**config.mk**
```make
export PLATFORM = sky130hd
export DESIGN_NAME = rip_ref_priority_regs
export DESIGN_NICKNAME = d
export VERILOG_FILES = /design/src/inc/rip_pkg.sv /design/src/verilog/rip_ref_priority_regs.sv
export SDC_FILE = /design/constraint.sdc
export NUM_CORES = 1
export LEC_CHECK = 0
export ABC_AREA = 1
export BUFFER_PORTS_ARGS = -buffer_cell sky130_fd_sc_hd__buf_2
export CORE_ASPECT_RATIO = 0.6
export CORE_MARGIN = 2
export CORE_UTILIZATION = 42
export CTS_CLUSTER_SIZE = 24
export DETAILED_ROUTE_END_ITERATION = 6
export PLACE_DENSITY = 0.84
export SYNTH_ARGS = -nofsm -noshare
export SYNTH_HDL_FRONTEND = slang
export SYNTH_SLANG_ARGS = --single-unit
```
**constraint.sdc**
```tcl
create_clock -name sys_clk -period 0.86 [get_ports sys_clk]
set_input_delay 0.086 -clock sys_clk [delete_from_list [all_inputs] [get_ports sys_clk]]
set_output_delay 0.086 -clock sys_clk [all_outputs]
set_load 0.1 [all_outputs]
```
**src/inc/rip_pkg.sv**
```systemverilog
// package: offsets, reset values and field layout of the reference priority registers
package rip_pkg;
  localparam int          ADDR_W          = 7;
  localparam int          DATA_W          = 8;
  localparam int          RANK_W          = 4;
  localparam logic [6:0]  THIRD_PRIO_ADDR = 7'h1c;
  localparam logic [6:0]  DIFF_PRIO_ADDR  = 7'h1b;
  localparam logic [7:0]  DIFF_PRIO_RST   = 8'h00;
  localparam logic [7:0]  THIRD_PRIO_RST  = 8'h04;
  localparam logic [3:0]  RANK_OFF        = 4'h0;
  localparam int          TWO_LSB         = 4;
  localparam int          ONE_LSB         = 0;

  // rank values handed to the reference selector; zero means not eligible
  typedef struct packed {
    logic [3:0] diffInputTwoRank;
    logic [3:0] diffInputOneRank;
    logic [3:0] thirdInputRank;
  } rip_ranks_t;

  // register access strobes from the serial configuration port
  typedef struct packed {
    logic       wrEn;
    logic       rdEn;
    logic [6:0] addr;
    logic [7:0] wrData;
  } rip_cfg_req_t;
endpackage : rip_pkg

```
**src/verilog/rip_ref_priority_regs.sv**
```systemverilog
// ref_input_priority_regs: differential and third input selection priority registers
`timescale 1ns/1ps
// Overview of operation
// RQ1: bits 7..4 of the differential register hold the second differential input rank.
// RQ2: a second differential rank of zero excludes it from selection, 1..15 rank it.
// RQ3: a non-zero second differential rank clears the second single-ended rank.
// RQ4: bits 3..0 of the differential register hold the first differential input rank.
// RQ5: a non-zero first differential rank clears the first single-ended rank.
// RQ6: the differential register is read/write and resets to zero.
// RQ7: the third input rank sits in bits 3..0 of its register, bits 7..4 unused.
// RQ8: the third input register lives at 1C, is read/write and resets to four.
// RQ9: a non-zero single-ended rank clears the matching differential rank; here a same-cycle differential write is kept instead.
module rip_ref_priority_regs (
  input  wire logic                 sys_clk,
  input  wire logic                 rst,
  input  wire rip_pkg::rip_cfg_req_t cfgReq,
  output logic [7:0]                cfgRdData,
  input  wire logic                 seOneRankSet,
  input  wire logic                 seTwoRankSet,
  output logic                      clearSeOneRank,
  output logic                      clearSeTwoRank,
  output rip_pkg::rip_ranks_t       ranks,
  output logic [2:0]                eligible
);
  import rip_pkg::*;

  // ----------------------------------------------------------------
  // address decode
  // ----------------------------------------------------------------
  logic       diffWr;
  logic       thirdWr;
  logic [3:0] wrTwo;
  logic [3:0] wrOne;
  logic [7:0] diffPrio_reg;
  logic [7:0] diffPrio_next;
  logic [3:0] thirdRank_reg;

  always_comb begin
    diffWr  = 1'b0;
    thirdWr = 1'b0;
    if (cfgReq.wrEn && cfgReq.addr == DIFF_PRIO_ADDR) begin
      diffWr = 1'b1;
    end else if (cfgReq.wrEn && cfgReq.addr == THIRD_PRIO_ADDR) begin
      thirdWr = 1'b1;
    end
  end

  assign wrTwo = cfgReq.wrData[TWO_LSB +: RANK_W];
  assign wrOne = cfgReq.wrData[ONE_LSB +: RANK_W];

  // ----------------------------------------------------------------
  // differential priority register
  // ----------------------------------------------------------------
  // a register write wins over a same-cycle single-ended clear
  always_comb begin
    diffPrio_next = diffPrio_reg;
    if (diffWr) begin
      diffPrio_next = cfgReq.wrData;                          // RQ1 RQ4 RQ6
    end else begin
      if (seTwoRankSet) diffPrio_next[TWO_LSB +: RANK_W] = RANK_OFF;  // RQ9
      if (seOneRankSet) diffPrio_next[ONE_LSB +: RANK_W] = RANK_OFF;  // RQ9
    end
  end

  always_ff @(posedge sys_clk) begin
    if (rst) diffPrio_reg <= DIFF_PRIO_RST;                   // RQ6
    else     diffPrio_reg <= diffPrio_next;
  end

  // ----------------------------------------------------------------
  // single-ended clear pulses
  // ----------------------------------------------------------------
  always_ff @(posedge sys_clk) begin
    if (rst) begin
      clearSeTwoRank <= 1'b0;
      clearSeOneRank <= 1'b0;
    end else begin
      clearSeTwoRank <= diffWr && (wrTwo != RANK_OFF);        // RQ3
      clearSeOneRank <= diffWr && (wrOne != RANK_OFF);        // RQ5
    end
  end

  // ----------------------------------------------------------------
  // third input priority register
  // ----------------------------------------------------------------
  always_ff @(posedge sys_clk) begin
    if (rst)          thirdRank_reg <= THIRD_PRIO_RST[ONE_LSB +: RANK_W];  // RQ8
    else if (thirdWr) thirdRank_reg <= cfgReq.wrData[ONE_LSB +: RANK_W];   // RQ7
  end

  // ----------------------------------------------------------------
  // read-back and rank outputs
  // ----------------------------------------------------------------
  always_ff @(posedge sys_clk) begin
    if (rst) begin
      cfgRdData <= 8'h00;
    end else if (cfgReq.rdEn) begin
      if (cfgReq.addr == DIFF_PRIO_ADDR) begin
        cfgRdData <= diffPrio_reg;
      end else if (cfgReq.addr == THIRD_PRIO_ADDR) begin
        cfgRdData <= {4'h0, thirdRank_reg};                   // RQ7
      end else begin
        cfgRdData <= 8'h00;
      end
    end
  end

  assign ranks.diffInputTwoRank = diffPrio_reg[TWO_LSB +: RANK_W];
  assign ranks.diffInputOneRank = diffPrio_reg[ONE_LSB +: RANK_W];
  assign ranks.thirdInputRank   = thirdRank_reg;
  assign eligible[2] = (ranks.diffInputTwoRank != RANK_OFF);  // RQ2
  assign eligible[1] = (ranks.diffInputOneRank != RANK_OFF);  // RQ4
  assign eligible[0] = (thirdRank_reg != RANK_OFF);           // RQ7
endmodule : rip_ref_priority_regs

```
After elaboration in Yosys (flattened, before gate mapping)
Cells that the tools add are included.

Eq/ne operators: 2. Mux-type cells: 8. Reductions and logical operators: 11.

Operator list (number): nonzero test 4 bit (5); 2-to-1 mux 8 bit (2); equality test 7 x 5 -> 1 bit (second input constant) (2); 2-to-1 mux 4 bit (3); logical AND 1 bit (4); nonzero test 2 bit (2); 2-to-1 mux 1 bit (3).

Output and inout port bits: 25. Word-level logic and storage cells: 27. Input bits: 21. Register bits after elaboration: 22.

Depth between registers and ports, before layout
Depth in word-level cells: 4. Gate-level depth with buffers: 8. Gate-level depth less buffers: 8.

Least setup slack after synthesis
Ideal clock, no wire load.

Path kind: register to output. Start point: register diffPrio_reg[0]. End point: output port eligible[1]. Setup slack: -1.123 ns. Cell stages (with the launch flop): 3. Buffers on the path: 0. Data arrival time: 1.897 ns. Required time: 0.774 ns. Cells stage by stage: dfxtp_1 -> inv_1 -> nand4_1.

Longest elaborated chain between the ends: 1.

RTL lines: start, declared (RTL line rip_ref_priority_regs.sv:34) `logic [7:0] diffPrio_reg;`; start signal, assigned (RTL line rip_ref_priority_regs.sv:67) `else diffPrio_reg <= diffPrio_next;`; nonzero test 4 bit (RTL line rip_ref_priority_regs.sv:112) `assign eligible[1] = (ranks.diffInputOneRank != RANK_OFF);`; end, declared (RTL line rip_ref_priority_regs.sv:23) `output logic [2:0] eligible`.

No other way between the ends.

Worst setup path after layout
Start point: register thirdRank_reg[2]. End point: output port eligible[0].

Longest elaborated chain between the ends: 1.

RTL lines: start, declared (RTL line rip_ref_priority_regs.sv:36) `logic [3:0] thirdRank_reg;`; start signal, assigned (RTL line rip_ref_priority_regs.sv:87) `if (rst) thirdRank_reg <= THIRD_PRIO_RST[ONE_LSB +: RANK_W];`; start signal, assigned (RTL line rip_ref_priority_regs.sv:88) `else if (thirdWr) thirdRank_reg <= cfgReq.wrData[ONE_LSB +: RANK_W];`; nonzero test 4 bit (RTL line rip_ref_priority_regs.sv:113) `assign eligible[0] = (thirdRank_reg != RANK_OFF);`.

No other way between the ends.

==> impl_metrics.yaml <==
sta:
  timing.hold.ws_ps: 71.4
  setup_slack_ps: -581
  fin_crit_sh_pct: 168
  finalHoldViolCount: 0
  tightestPinTransition_ps: 316
  fin_skew_ps: 4.44
  setup_violations: 36
  min_period_ps: 1440
  fmax_mhz: 694
  drv_slew: 0
  relSlewSlack_pct: 78.9
  rsz0062_at_grt: "yes"
yosys:
  syn_nets: 176
  ys_seq_area_share_pct: 41.1
  post_synth.cell_area_avg_um2: 6.92
  ys_types: 19
  netlist_instances: 155
  yosys-top-cells-area: "dfxtp_1 (41%), nand3_1 (15%), nand2_1 (9.5%)"
  yosysWarnings: 0
  yosysTopAreaCell: "dfxtp_1"
  synth-edff-count: 0
  ys_seq_elements: 22
  synth_top_cell_area_share_pct: 41.1
  synth_async_sr_flop_share_pct: 0
  synthFlopType: "dfxtp_1"
  synth_area_um2: 1070
power_and_ir_drop:
  peakVddDrop_mv: 0.971
  p_leak_nw: 1.05
  powerDensity_nw_per_um2: 971
global_route:
  antenna_found_initial: 0
  grt_pass1_vias: 1362
  grt_usage_pct: 30.7
  grt_max_degree: 17
  grt_overflow_total: 0
  grt_pass1_wl_um: 6860
setup_path:
  crit_path_start: "thirdRank_reg[2]$_SDFFE_PP1P_"
  worst-setup-path-type: "reg -> out"
  r2r_start: "thirdRank_reg[2]$_SDFFE_PP1P_"
  required_ps: 770
  cp_slowest_cell: "or4_4"
  end_kind: "output pin"
  max_stage_delay_ps: 550
  cp_max_fo: 2
  path_cells: "or4_4 > buf_8"
  worstPathArrival_ps: 1350
  startpoint_type: "flop"
clock_network:
  cts.hold.buffers_added: 0
  clock_path_buffers: 2
  cts-root-buf: "clkbuf_8"
  clock_sinks: 22
  cts_buffers: 3
  cts_max_level: 1
  path_clk_slew_ps: 80
  clock_latency_ps: 270
  cts_tree: "yes"
layout:
  finalNonFillerCells: 266
  fillers: 91
  areaGrowthSynthToFinish_pct: 110
  num_antenna_cells: 0
  drive_gt1_share_pct: 61.5
  nets: 256
place:
  place_congestion: 0.803
  dp.cells: 246
  place_ws_ps: -362
  post-dp-hpwl_um: 2900
  io_buffer_count: 45
floorplanning:
  core_um2: 2470
  start_util_pct: 43.4
  chipWidth_um: 69.2
  fp.dieH_um: 43.1
  fp-row-count: 14
  dieArea_um2: 2990
  ios: 46
routing:
  routed_wl_um: 5710
  dr.pass1.iters: 7
  ant_nets: 0
  wire_per_inst_um: 21.5
  vias_per_cell: 5.87
  num_vias: 1561
  initialDrtViolationCount: 260
  drt_drc_violations_left: 1
flow_run:
  drv_cap: 0
hold_path:
  hp-class: "in -> reg"
  min-delay-start: "cfgReq[7]"
run_status:
  status: "finished, violations left"
  violations: "DRC, setup timing"
-- cell usage in the layout (no fill, tap or decap), types with 7 or more instances in the layout --
| master | instances |
|---|---|
| buf_12 | 24 |
| buf_2 | 20 |
| buf_4 | 15 |
| buf_6 | 19 |
| dfxtp_4 | 20 |
| inv_1 | 14 |
| inv_2 | 8 |
| nand2_1 | 22 |
| nand2_2 | 7 |
| nand3_1 | 23 |
| nand3_2 | 9 |
| nor2_1 | 18 |
-- cell type report --
cell class	count	area, µm²	share of cell area, %
clock buffers	4	45.0	2.00
inverters	24	97.6	4.34
multi-input cells	105	624	27.8
flip-flops and latches	22	518	23.1
well taps	32	40.0	1.78
repair buffers	79	922	41.0
-- Yosys cell counts, types with 2 or more instances --
library cell	instances
nand2_1	27
a21oi_1	6
nand2_4	2
nand4_1	2
nand2_2	2
nor2_1	22
inv_1	23
nor2_4	2
nand3_1	33
o21ai_0	4
clkbuf_1	2
nor4_1	2
dfxtp_1	22
-- metal layers --
layer | vias up | global-route usage, % | part of all wire [%]
met5 | - | 0 | 0
met4 | 0 | 12.9 | 4.8
met3 | 44 | 9.26 | 10
met2 | 142 | 53.5 | 46
met1 | 717 | 35.5 | 39
li1 | 658 | - | -
-- final timing paths --
kind	endpoint	cells past startpoint	slack, ps
setup / recovery	eligible[0]	2	-580
hold / removal	clearSeTwoRank$_SDFF_PP0_	3	70
setup reg to reg	cfgRdData[2]$_SDFFE_PP0P_	7	-220
hold reg to reg	cfgRdData[5]$_SDFFE_PP0P_	2	570
-- worst max-delay path, delay by kind of cell (launching register included) --
kind	cells	cell delay, ps
buf+inv	1	190
flops	1	350
simple gates	1	550
-- power breakdown --
part           leakage, nW  internal [mW]  switching (mW)
sequential           0.194          0.988          0.0220
clock               0.0228          0.332           0.352
combinational        0.831          0.166           0.323
total                 1.05           1.49           0.696
-- per-stage QoR --
stage | TNS [ps] | power, mW | area, µm² | util [%]
4_1_cts | -3040 | 2.09 | 2050 | 83.2
6_report | -4380 | 2.18 | 2250 | 91.0
2_1_floorplan | -1740 | 1.27 | 1150 | -
3_5_place_dp | -2900 | 1.46 | 1890 | 76.5
5_1_grt | -5010 | 2.24 | 2250 | 91.0
3_3_place_gp | -2070 | 1.45 | 1890 | 76.5
-- what timing repair did --
| action | in CTS | in global routing |
|---|---|---|
| gates resized for setup | 18 | 39 |
| buffers inserted | 7 | 16 |
| endpoints found under the setup margin | 24 | 37 |
| pin swaps | 1 | 13 |
| hold endpoints to repair | 0 | 0 |
-- logic make-up (layout without fill, tap and decap cells) --
| family | count (synthesis) | count (layout) | synth area share [%] |
|---|---|---|---|
| AO/OA/AOI/OAI | 11 | 11 | 5.48 |
| buffers and inverters | 28 | 107 | 10.6 |
| flip-flops | 22 | 22 | 41.1 |
| AND/OR/NAND/NOR | 94 | 94 | 42.8 |
No activity file was read; power rests on OpenSTA's default activity.
